$ cat config.mk
export PLATFORM = sky130hd
export DESIGN_NAME = pmi_target
export DESIGN_NICKNAME = d
export VERILOG_FILES = /design/src/hw/pmi_pkg.sv /design/src/hw/pmi_stream_if.sv /design/src/hw/pmi_fifo.sv /design/src/hw/pmi_target.sv
export VERILOG_INCLUDE_DIRS = /design/src /design/src/hw
export SDC_FILE = /design/constraint.sdc
export NUM_CORES = 1
export LEC_CHECK = 0
export ABC_CLOCK_PERIOD_IN_PS = 7100
export BUFFER_PORTS_ARGS = -buffer_cell sky130_fd_sc_hd__buf_2
export CORE_ASPECT_RATIO = 0.7
export CORE_MARGIN = 5
export CORE_UTILIZATION = 37
export DETAILED_ROUTE_END_ITERATION = 7
export SLEW_MARGIN = 40
export SYNTH_ARGS = -nofsm -noshare
export SYNTH_HDL_FRONTEND = slang
export SYNTH_SLANG_ARGS = --single-unit
$ cat constraint.sdc
create_clock -name clk -period 7.1 [get_ports clk]
set_input_delay 0 -clock clk [delete_from_list [all_inputs] [get_ports clk]]
set_output_delay 0 -clock clk [all_outputs]
set_load 0.005 [all_outputs]
$ cat src/hw/pmi_cfg.svh
// Constants of the two-wire target interface: addresses, timing, counts.
`ifndef PMI_CFG_SVH
`define PMI_CFG_SVH

`define PMI_CLK_MHZ          200
`define PMI_OWN_ADDR         7'h58
`define PMI_RSVD_ADDR        7'h7F
`define PMI_RSVD_ADDR_BIG    7'h7E
`define PMI_BYTE_BITS        4'h8
`define PMI_STUCK_EDGES      8'h09
`define PMI_MAX_PRE_RESTART  3'h2
`define PMI_TLOW_SPEC_MS     35
`define PMI_TLOW_LATE_MS     5
`define PMI_WDOG_MS          100
`define PMI_TLOW_CYCLES \
	((`PMI_TLOW_SPEC_MS + `PMI_TLOW_LATE_MS) * `PMI_CLK_MHZ * 1000)
`define PMI_WDOG_CYCLES (`PMI_WDOG_MS * `PMI_CLK_MHZ * 1000)
`define PMI_FIFO_DEPTH       16
`define PMI_FIFO_WIDTH       8

`endif

$ cat src/hw/pmi_pkg.sv
// Types shared by the two-wire target interface.
package pmi_pkg;

	typedef enum logic [6:0] {
		PMI_IDLE  = 7'h01,
		PMI_ADDR  = 7'h02,
		PMI_ACKA  = 7'h04,
		PMI_DATA  = 7'h08,
		PMI_ACKD  = 7'h10,
		PMI_STUCK = 7'h20,
		PMI_IGN   = 7'h40
	} pmi_state_t;

	typedef struct packed {
		logic [1:0]  scl_sy;
		logic [1:0]  sda_sy;
		logic [1:0]  big_sy;
		logic        scl_d;
		logic        sda_d;
		pmi_state_t  st;
		logic [3:0]  bitcnt;
		logic [7:0]  shreg;
		logic        sda_low;
		logic        stretch;
		logic        push;
		logic [7:0]  push_data;
		logic [7:0]  stuck_cnt;
		logic [31:0] low_cnt;
		logic        tlow_pulse;
		logic [31:0] wd_cnt;
		logic        wd_pulse;
		logic [1:0]  pre_restart;
		logic        split_needed;
		logic        pcall_refused;
	} pmi_core_t;

endpackage : pmi_pkg

$ cat src/hw/pmi_stream_if.sv
// Valid/ready byte stream between the target core and its FIFO.
`timescale 1ns/1ps
interface pmi_stream_if #(parameter int WIDTH = 8);
	logic             valid;
	logic             ready;
	logic [WIDTH-1:0] data;
	modport src (output valid, output data, input ready);
	modport snk (input valid, input data, output ready);
endinterface : pmi_stream_if

$ cat src/hw/pmi_fifo.sv
// Receive FIFO with registered read data.
`timescale 1ns/1ps
module pmi_fifo #(
	parameter int WIDTH = 8,
	parameter int DEPTH = 16
) (
	input  wire logic clk,
	input  wire logic rst_n,
	pmi_stream_if.snk wr,
	pmi_stream_if.src rd
);
	localparam int AW = $clog2(DEPTH);

	typedef struct packed {
		logic [AW-1:0]  wp;
		logic [AW-1:0]  rp;
		logic [AW:0]    cnt;
		logic           ov;
		logic [WIDTH-1:0] dout;
	} pmi_fifo_t;

	generate
		if (DEPTH < 2 || (DEPTH & (DEPTH - 1)) != 0 || WIDTH < 1)
		begin : g_bad
			$error("pmi_fifo: DEPTH must be a power of two >= 2");
		end
	endgenerate

	logic [WIDTH-1:0] mem [DEPTH];
	pmi_fifo_t        f_reg;
	pmi_fifo_t        f_next;
	logic             do_wr;
	logic             do_rd;

	assign wr.ready = (f_reg.cnt != DEPTH[AW:0]);
	assign rd.valid = f_reg.ov;
	assign rd.data  = f_reg.dout;
	assign do_wr    = wr.valid && wr.ready;
	// Prefetch into the output register whenever it is free or being taken.
	assign do_rd    = (f_reg.cnt != '0) && (!f_reg.ov || rd.ready);

	always_comb
	begin
		f_next = f_reg;
		if (do_wr)
		begin
			f_next.wp = f_reg.wp + 1'b1;
		end
		if (do_rd)
		begin
			f_next.rp   = f_reg.rp + 1'b1;
			f_next.dout = mem[f_reg.rp];
			f_next.ov   = 1'b1;
		end
		else if (rd.ready)
		begin
			f_next.ov = 1'b0;
		end
		f_next.cnt = f_reg.cnt + {{AW{1'b0}}, do_wr} - {{AW{1'b0}}, do_rd};
	end

	always_ff @(posedge clk or negedge rst_n)
	begin
		if (!rst_n)
		begin
			f_reg <= '0;
		end
		else
		begin
			f_reg <= f_next;
		end
	end

	always_ff @(posedge clk)
	begin
		if (do_wr)
		begin
			mem[f_reg.wp] <= wr.data;
		end
	end
endmodule : pmi_fifo

$ cat src/hw/pmi_target.sv
// Two-wire bus target with stream output, timeouts and controller limits.
`timescale 1ns/1ps
`include "pmi_cfg.svh"
module pmi_target #(
	parameter logic [6:0]  OWN_ADDR    = `PMI_OWN_ADDR,
	parameter int unsigned TLOW_CYCLES = `PMI_TLOW_CYCLES,
	parameter int unsigned WDOG_CYCLES = `PMI_WDOG_CYCLES,
	parameter int          FIFO_DEPTH  = `PMI_FIFO_DEPTH
) (
	input  wire logic       clk,
	input  wire logic       rst_n,
	input  wire logic       scl_i,
	output wire logic       scl_o,
	output wire logic       scl_oe_n,
	input  wire logic       sda_i,
	output wire logic       sda_o,
	output wire logic       sda_oe_n,
	input  wire logic       big_mem_variant,
	input  wire logic       fw_reset,
	output wire logic [7:0] rx_data,
	output wire logic       rx_valid,
	input  wire logic       rx_ready,
	output wire logic [7:0] bus_status_register,
	output wire logic       tlow_timeout,
	output wire logic       wdog_reset,
	output wire logic       scl_low_level,
	input  wire logic [2:0] ctl_pre_restart_req,
	input  wire logic       ctl_block_pcall_req,
	output wire logic [1:0] extended_pre_restart_bytes,
	output wire logic       ctl_split_needed,
	output wire logic       ctl_pcall_refused
);
	import pmi_pkg::*;

	generate
		if (TLOW_CYCLES < 2 || WDOG_CYCLES < 2 || FIFO_DEPTH < 2)
		begin : g_bad
			$error("pmi_target: counts and depth must be at least 2");
		end
	endgenerate

	pmi_core_t  c_reg;
	pmi_core_t  c_next;
	logic       scl_s;
	logic       sda_s;
	logic       scl_rise;
	logic       scl_fall;
	logic       start_c;
	logic       stop_c;
	logic       busy;
	logic       soft_rst;
	logic [6:0] rsvd;

	pmi_stream_if #(.WIDTH(`PMI_FIFO_WIDTH)) push_if ();
	pmi_stream_if #(.WIDTH(`PMI_FIFO_WIDTH)) pop_if ();

	pmi_fifo #(
		.WIDTH (`PMI_FIFO_WIDTH),
		.DEPTH (FIFO_DEPTH)
	) u_fifo (
		.clk   (clk),
		.rst_n (rst_n),
		.wr    (push_if.snk),
		.rd    (pop_if.src)
	);

	assign push_if.valid = c_reg.push;
	assign push_if.data  = c_reg.push_data;
	assign rx_valid      = pop_if.valid;
	assign rx_data       = pop_if.data;
	assign pop_if.ready  = rx_ready;

	assign scl_s    = c_reg.scl_sy[1];
	assign sda_s    = c_reg.sda_sy[1];
	assign scl_rise = scl_s && !c_reg.scl_d;
	assign scl_fall = !scl_s && c_reg.scl_d;
	assign start_c  = scl_s && c_reg.scl_d && !sda_s && c_reg.sda_d;
	assign stop_c   = scl_s && c_reg.scl_d && sda_s && !c_reg.sda_d;
	assign busy     = (c_reg.st != PMI_IDLE);
	assign soft_rst = fw_reset || c_reg.wd_pulse || c_reg.tlow_pulse;
	assign rsvd     = c_reg.big_sy[1] ? `PMI_RSVD_ADDR_BIG : `PMI_RSVD_ADDR;

	always_comb
	begin
		c_next = c_reg;
		c_next.scl_sy = {c_reg.scl_sy[0], scl_i};
		c_next.sda_sy = {c_reg.sda_sy[0], sda_i};
		c_next.big_sy = {c_reg.big_sy[0], big_mem_variant};
		c_next.scl_d  = scl_s;
		c_next.sda_d  = sda_s;
		c_next.push   = 1'b0;
		c_next.tlow_pulse = 1'b0;
		c_next.wd_pulse   = 1'b0;

		if (scl_rise)
		begin
			if (c_reg.bitcnt < `PMI_BYTE_BITS)
			begin
				c_next.shreg = {c_reg.shreg[6:0], sda_s};
			end
			c_next.bitcnt = (c_reg.bitcnt == `PMI_BYTE_BITS) ? 4'h0
				: c_reg.bitcnt + 4'h1;
		end

		unique case (c_reg.st)
			PMI_IDLE:
			begin
				c_next.sda_low = 1'b0;
			end
			PMI_ADDR:
			begin
				if (scl_fall && c_reg.bitcnt == `PMI_BYTE_BITS)
				begin
					if (c_reg.shreg[7:1] == rsvd)
					begin
						c_next.st        = PMI_STUCK;
						c_next.sda_low   = 1'b1;
						c_next.stuck_cnt = 8'h00;
					end
					else if (c_reg.shreg[7:1] == OWN_ADDR && !c_reg.shreg[0])
					begin
						c_next.st      = PMI_ACKA;
						c_next.sda_low = 1'b1;
					end
					else
					begin
						c_next.st = PMI_IGN;
					end
				end
			end
			PMI_DATA:
			begin
				if ((scl_fall || c_reg.stretch)
					&& c_reg.bitcnt == `PMI_BYTE_BITS)
				begin
					// Hold the clock low while the FIFO is full.
					if (push_if.ready)
					begin
						c_next.stretch   = 1'b0;
						c_next.push      = 1'b1;
						c_next.push_data = c_reg.shreg;
						c_next.sda_low   = 1'b1;
						c_next.st        = PMI_ACKD;
					end
					else
					begin
						c_next.stretch = 1'b1;
					end
				end
			end
			PMI_ACKA, PMI_ACKD:
			begin
				if (scl_fall && c_reg.bitcnt == 4'h0)
				begin
					c_next.sda_low = 1'b0;
					c_next.st      = PMI_DATA;
				end
			end
			PMI_STUCK:
			begin
				if (scl_fall)
				begin
					c_next.stuck_cnt = c_reg.stuck_cnt + 8'h01;
					if (c_reg.stuck_cnt == `PMI_STUCK_EDGES - 8'h01)
					begin
						c_next.sda_low = 1'b0;
						c_next.st      = PMI_IGN;
					end
				end
			end
			PMI_IGN:
			begin
				c_next.sda_low = 1'b0;
			end
		endcase

		if (start_c && c_reg.st != PMI_STUCK)
		begin
			c_next.st      = PMI_ADDR;
			c_next.sda_low = 1'b0;
			c_next.stretch = 1'b0;
		end
		if (stop_c)
		begin
			c_next.st      = PMI_IDLE;
			c_next.bitcnt  = 4'h0;
			c_next.sda_low = 1'b0;
			c_next.stretch = 1'b0;
		end
		if (soft_rst)
		begin
			c_next.st      = PMI_IDLE;
			c_next.sda_low = 1'b0;
			c_next.stretch = 1'b0;
		end

		if (scl_s || !busy)
		begin
			c_next.low_cnt = 32'h0;
		end
		else if (c_reg.low_cnt == TLOW_CYCLES - 1)
		begin
			c_next.low_cnt    = 32'h0;
			c_next.tlow_pulse = 1'b1;
		end
		else
		begin
			c_next.low_cnt = c_reg.low_cnt + 32'h1;
		end

		if (!busy || scl_rise || scl_fall)
		begin
			c_next.wd_cnt = 32'h0;
		end
		else if (c_reg.wd_cnt == WDOG_CYCLES - 1)
		begin
			c_next.wd_cnt   = 32'h0;
			c_next.wd_pulse = 1'b1;
		end
		else
		begin
			c_next.wd_cnt = c_reg.wd_cnt + 32'h1;
		end

		if (ctl_pre_restart_req > `PMI_MAX_PRE_RESTART)
		begin
			c_next.pre_restart  = 2'(`PMI_MAX_PRE_RESTART);
			c_next.split_needed = 1'b1;
		end
		else
		begin
			c_next.pre_restart  = ctl_pre_restart_req[1:0];
			c_next.split_needed = 1'b0;
		end
		c_next.pcall_refused = ctl_block_pcall_req;
	end

	always_ff @(posedge clk or negedge rst_n)
	begin
		if (!rst_n)
		begin
			c_reg        <= '0;
			c_reg.scl_sy <= 2'h3;
			c_reg.sda_sy <= 2'h3;
			c_reg.scl_d  <= 1'b1;
			c_reg.sda_d  <= 1'b1;
			c_reg.st     <= PMI_IDLE;
		end
		else
		begin
			c_reg <= c_next;
		end
	end

	assign scl_o    = 1'b0;
	assign scl_oe_n = !c_reg.stretch;
	assign sda_o    = 1'b0;
	assign sda_oe_n = !c_reg.sda_low;
	assign scl_low_level = !scl_s;
	assign tlow_timeout  = c_reg.tlow_pulse;
	assign wdog_reset    = c_reg.wd_pulse;
	assign bus_status_register = {busy, c_reg.st == PMI_STUCK, c_reg.stretch,
		c_reg.sda_low, c_reg.bitcnt};
	assign extended_pre_restart_bytes = c_reg.pre_restart;
	assign ctl_split_needed  = c_reg.split_needed;
	assign ctl_pcall_refused = c_reg.pcall_refused;
endmodule : pmi_target

==> reports/qor.csv, run 1 <==
stage;metric;value;unit
floorplan;design.portCount;39;
run_status;status;finished, final reports clean;
timing;fin_hold_ws;9.50;ps
layout;seq_area;7310;sq um
timing;slew_headroom;0.472;
logic_synthesis;seq_area_frac_synth;0.620;
timing;rsz0062_at_grt;false;
logic_synthesis;async_flop_share;0.519;
clock_tree;post-cts-setup-buffer-count;0;
timing;fmax;349;MHz
timing;fin_crit_sh;0.403;
layout;n_fill_cell;2851;
placed_design;gp_congestion;0.803;
timing;setup_viol;0;
setup_path;start_kind;flop;
clock_tree;cts-root-buf;clkbuf_16;
route;dr.pass1.iters;5;
grt;grt_pass1_wl;37500;um
logic_synthesis;ys_seq_elements;266;
power;pwr_density_cell;277;nW/um^2
power;power_switching;0.000915;W
clock_tree;htree_levels;1;
timing;finalClockSkew;13.6;ps
route;vias_per_cell;5.02;
layout;layout_common_cells;dfrtp_1 (130), edfxtp_1 (128), nor2_1 (104);
setup_path;setup.worst_path.start;u_fifo.f_reg[11];
power;switching_share;0.249;
setup_path;cp-end-kind;flop;
route;antenna_left;0;
power;peakVddDrop;0.347;mV
setup_path;r2r_start;u_fifo.f_reg[11];
setup_path;required;7520;ps
route;wirelength;22500;um
logic_synthesis;synth_area_leaders;edfxtp_1 (33%), dfrtp_1 (28%), mux4_2 (7.6%);
placed_design;port_buffers;36;
layout;drive_above_1_share;0.189;
power;internal_power;0.00275;W
power;pwr-share-comb;0.138;
timing;worst_slack;4240;ps
grt;grt_pass1_vias;6789;
floorplan;die_h;159;um
layout;final_common_cell;dfrtp_1;
logic_synthesis;yosys.cell_types.count;64;
setup_path;crit_type;flop to flop;
placed_design;dp_hpwl;15000;um
timing;hold_viol;0;
clock_tree;insertion_delay;540;ps
floorplan;core;31300;sq um
grt;grt_max_degree;74;
timing;period_minus_slack;2860;ps
layout;area_growth;12.7;%
floorplan;rows;54;
clock_tree;cts_max_path_buffers;3;
clock_tree;cts_tree;done;
logic_synthesis;synth.cell_area;11800;sq um
layout;final_nets;942;
setup_path;cp_max_fo;13;
setup_path;crit_top_cell;inv_1;
floorplan;die_x;223;um
grt;overflow;0;
power;power_frac_seq;0.483;
timing;tightest_slew;787;ps
floorplan;fp.dieArea;35600;sq um
logic_synthesis;synth_edf_count;128;
setup_path;path_buf_inv;4;
placed_design;pre_cts_ws;4240;ps
flow_run;drv_cap;0;
layout;multi_input_area;4050;sq um
grt;antenna_found_initial;0;
setup_path;crit_family;adder cells;
route;post-route-drc-count;0;
placed_design;numPlacedInstances;1293;
route;via_count;6790;
setup_path;cpMaxStageDelayCell;a21oi_2;
grt;grt_util_all_layers;0.127;
layout;stdcell_count;1353;
clock_tree;cts_buffers;26;
placed_design;dpl-instance-area;12300;sq um
clock_tree;cts.sinks;266;
clock_tree;clk_pin_slew_worst_paths;60;ps
logic_synthesis;synth_warnings;0;
floorplan;start_util;0.376;
power;power_frac_clock;0.378;
timing;tns;0;ps
setup_path;ff2ff_path_depth;14;
logic_synthesis;synthFlopType;dfrtp_1;
power;p_leak;5.07;nW
route;wl_per_cell;16.6;um
setup_path;path_depth;14;
min_path;min-delay-path-class;primary input to async pin;
setup_path;cpPeakStageDelay;520;ps
layout;largest_register_ffs;128;
timing;final_max_slew_viol_count;0;
setup_path;crit_arrival;3280;ps
logic_synthesis;yosysTopAreaCell;edfxtp_1;
logic_synthesis;yosysTopAreaCellShare;0.326;
layout;final_area;13300;sq um
logic_synthesis;post_synth_inst_count;878;
route;drtIter0Drc;428;
logic_synthesis;syn-mean-instance-area;13.4;sq um
setup_path;crit_chain;inv_1 -> ha_1 -> nor4b_1 -> a21oi_2 -> ha_1 -> inv_1 -> ha_1 -> inv_1 -> fa_1 -> inv_1 -> a21oi_1 -> nor2_1 -> nor2_1 -> xnor2_1;
layout;antennaDiodeCount;0;
[path summary, 6_finish.rpt]
kind / end / slack (ps)
max: u_fifo.f_reg[13] / 4240
min: u_fifo.rd.data[7] / 9
max reg2reg: u_fifo.f_reg[13] / 4240
min reg2reg: c_reg[111] / 350
max in group asynchronous: push_if.data[6] / 5970
min in group clk: c_next[115] / 110
[routing by layer]
layer | GRT usage | wire [um]
met1 | 0.205 | 11600
met2 | 0.180 | 9470
met3 | 0.0225 | 935
met4 | 0.0270 | 414
met5 | 0 | 0
[power groups by stage]
stage | logic, W | clock network, W | registers (W)
2_1_floorplan | 0.000445 | 0 | 0.00176
3_3_place_gp | 0.000511 | 0 | 0.00181
3_5_place_dp | 0.000517 | 0 | 0.00181
4_1_cts | 0.000524 | 0.00143 | 0.00178
5_1_grt | 0.000573 | 0.00150 | 0.00179
6_report | 0.000507 | 0.00139 | 0.00177
[kinds of logic after synthesis]
group,count (synthesis),share of synthesized area
buffers and inverters,87,0.0373
XOR/XNOR,76,0.0565
multiplexers,66,0.101
AND/OR/NAND/NOR,308,0.133
other,1,0.000318
flip-flops,266,0.620
AO/OA/AOI/OAI,56,0.0310
adder cells (fa/ha/maj),18,0.0198
[stage by stage]
step	util	power, W
after floorplan	-	0.00220
after global placement	0.392	0.00232
after detailed placement	0.392	0.00232
after CTS	0.424	0.00374
after global routing	0.424	0.00386
final	0.424	0.00367
[final cells by class]
cell class                      count  share of cell area
Clock buffer                       39              0.0572
Multi-Input combinational cell    526               0.305
Inverter                           34             0.00962
Sequential cell                   266               0.551
Tap cell                          420              0.0396
Timing Repair Buffer               59              0.0296
Clock inverter                      9             0.00830
[repair_timing]
item,in CTS,in global routing
hold buffers,12,0
endpoints found under the hold margin,82,0
gates resized for setup,0,0
[synthesized netlist by cell type (6+ instances only)]
cell,instances
a21oi_1,17
and3_1,18
and4_1,9
buf_2,6
buf_4,20
clkbuf_1,20
dfrtp_1,131
dfstp_2,7
edfxtp_1,128
ha_1,17
inv_1,32
mux2_2,25
mux4_2,40
nand2_1,48
nand3_1,26
nand4_1,20
nor2_1,104
nor3_1,21
nor4_1,16
o21ai_0,12
or3_1,6
xnor2_1,46
xor2_1,30
(Power assumes the default switching activity.)
==> run 2: changes to the inputs <==
--- a/config.mk
+++ b/config.mk
@@ -6,7 +6,7 @@
 export SDC_FILE = /design/constraint.sdc
 export NUM_CORES = 1
 export LEC_CHECK = 0
-export ABC_CLOCK_PERIOD_IN_PS = 7100
+export ABC_CLOCK_PERIOD_IN_PS = 2800
 export BUFFER_PORTS_ARGS = -buffer_cell sky130_fd_sc_hd__buf_2
 export CORE_ASPECT_RATIO = 0.7
 export CORE_MARGIN = 5
==> constraint.sdc (replaced) <==
create_clock -name clk -period 2.8 [get_ports clk]
set_input_delay 0 -clock clk [delete_from_list [all_inputs] [get_ports clk]]
set_output_delay 0 -clock clk [all_outputs]
set_load 0.005 [all_outputs]
==> run 2 against run 1 <==
Effect of this change: worst setup slack got worse by 3900 ps; wire length rose by 2.9%; sequential cell count did not move; final cell count rose by 1.2%; first-iteration DRC count rose by 7.9%; critical path depth did not move; utilization rose by 0.65 points; die area did not move.
==> reports/qor.csv, run 2 (synthesis results as in run 1) <==
stage;metric;value;unit
grt;overflow;0;
run_status;status;finished, final reports clean;
timing;final_max_slew_viol_count;0;
placed_design;dp_hpwl;15200;um
clock_tree;cts-root-buf;clkbuf_16;
grt;grt_max_degree;102;
grt;grt_pass1_wl;38100;um
timing;tns;0;ps
floorplan;die_h;159;um
setup_path;cp_max_fo;2;
timing;tightest_slew;694;ps
layout;drive_above_1_share;0.200;
timing;slew_headroom;0.536;
setup_path;path_buf_inv;4;
floorplan;fp.dieArea;35600;sq um
floorplan;rows;54;
layout;n_fill_cell;2813;
route;post-route-drc-count;0;
route;drtIter0Drc;462;
setup_path;cpMaxStageDelayCell;fa_1;
timing;rsz0062_at_grt;false;
grt;antenna_found_initial;0;
clock_tree;clk_pin_slew_worst_paths;60;ps
floorplan;design.portCount;39;
layout;fin_util;0.431;
route;wirelength;23100;um
setup_path;start_kind;flop;
setup_path;crit_family;adder cells;
route;vias_per_cell;5.02;
clock_tree;cts.sinks;266;
timing;hold_viol;0;
power;pwr-share-comb;0.138;
power;power_switching;0.00242;W
setup_path;cp-end-kind;flop;
route;dr.pass1.iters;4;
placed_design;numPlacedInstances;1306;
timing;setup_viol;0;
power;power_frac_clock;0.386;
clock_tree;cts_max_path_buffers;3;
layout;stdcell_count;1369;
layout;layout_common_cells;dfrtp_1 (130), edfxtp_1 (128), nor2_1 (104);
layout;seq_area;7310;sq um
setup_path;crit_chain;inv_1 -> ha_1 -> nor4b_2 -> a21oi_1 -> ha_1 -> inv_1 -> ha_1 -> inv_1 -> fa_1 -> inv_1 -> a21oi_1 -> nor2_1 -> nor2_1 -> xnor2_1;
setup_path;crit_arrival;2880;ps
power;p_leak;5.18;nW
timing;fin_crit_sh;0.870;
route;antenna_left;0;
power;switching_share;0.253;
power;pwr_density_cell;710;nW/um^2
route;via_count;6869;
setup_path;required;3240;ps
clock_tree;post-cts-setup-buffer-count;0;
route;wl_per_cell;16.9;um
flow_run;drv_cap;0;
grt;grt_pass1_vias;6864;
setup_path;cpPeakStageDelay;390;ps
min_path;min-delay-path-class;primary input to flop;
layout;final_common_cell;dfrtp_1;
clock_tree;insertion_delay;560;ps
setup_path;path_depth;14;
layout;area_growth;14.4;%
grt;grt_util_all_layers;0.131;
setup_path;crit_top_cell;inv_1;
min_path;min_path_cells;2;
placed_design;port_buffers;36;
power;internal_power;0.00714;W
clock_tree;htree_levels;1;
layout;multi_input_area;4040;sq um
timing;finalClockSkew;17.9;ps
timing;period_minus_slack;2440;ps
power;peakVddDrop;0.646;mV
layout;antennaDiodeCount;0;
timing;fmax;410;MHz
floorplan;die_x;223;um
floorplan;core;31300;sq um
clock_tree;cts_tree;done;
power;power_frac_seq;0.476;
floorplan;start_util;0.376;
setup_path;ff2ff_path_depth;14;
layout;largest_register_ffs;128;
placed_design;gp_congestion;0.806;
layout;final_nets;957;
setup_path;crit_type;flop to flop;
clock_tree;cts_buffers;27;
## run 2: changes by cell type in the layout (fill, tap and decap cells not counted), sizes merged
| cell | previous run | this run |
|---|---|---|
| buf | 47 | 61 |
| clkbuf | 39 | 41 |
| clkinv | 8 | 6 |
| inv | 33 | 35 |
## run 2: metrics by stage
stage	power, W	worst slack (ps)	hold WS, ps	instance area (sq um)
floorplan	0.00559	84.9	-296	11800
global placement	0.00594	325	-65.8	12400
detailed placement	0.00596	226	-68.3	12400
CTS	0.00971	231	57.3	13500
global route	0.0100	132	90.3	13500
finish	0.00956	363	90.5	13500
## run 2: power groups by stage
stage / Combinational [W] / Sequential, W / Clock (W)
global placement: 0.00132 / 0.00462 / 0
CTS: 0.00136 / 0.00455 / 0.00380
global route: 0.00147 / 0.00459 / 0.00398
finish: 0.00132 / 0.00455 / 0.00369
floorplan: 0.00113 / 0.00446 / 0
detailed placement: 0.00133 / 0.00463 / 0
## run 2: layer usage
| layer | global-route usage | part of all wire | vias to the layer above |
|---|---|---|---|
| li1 | - | - | 3271 |
| met5 | 0 | 0 | - |
| met3 | 0.0284 | 0.047 | 37 |
| met1 | 0.195 | 0.49 | 3423 |
| met2 | 0.200 | 0.44 | 138 |
| met4 | 0.0295 | 0.020 | 0 |
## run 2: final cells by class
class | instances | area share
tap | 420 | 0.0390
timing repair buffer | 73 | 0.0413
multi-input combinational | 526 | 0.300
clock buffer | 41 | 0.0593
sequential | 266 | 0.542
clock inverter | 9 | 0.00845
inverter | 34 | 0.00947
## run 2: timing repair
action / CTS / global route
gates resized for setup: 0 / 1
endpoints found under the hold margin: 141 / 0
hold buffers: 13 / 0
endpoints found under the setup margin: 0 / 1
## run 2: final timing paths
check / from / end / slack (ps)
max in group asynchronous: rst_n / c_reg[109] / 1690
worst max-delay path: u_fifo.f_reg[11] / u_fifo.f_reg[13] / 360
worst min-delay path: ctl_block_pcall_req / ctl_pcall_refused / 90
worst min register to register: c_next[115] / c_next[109] / 350
min in group asynchronous: rst_n / u_fifo.rd.data[3] / 550
worst max register to register: u_fifo.f_reg[11] / u_fifo.f_reg[13] / 360
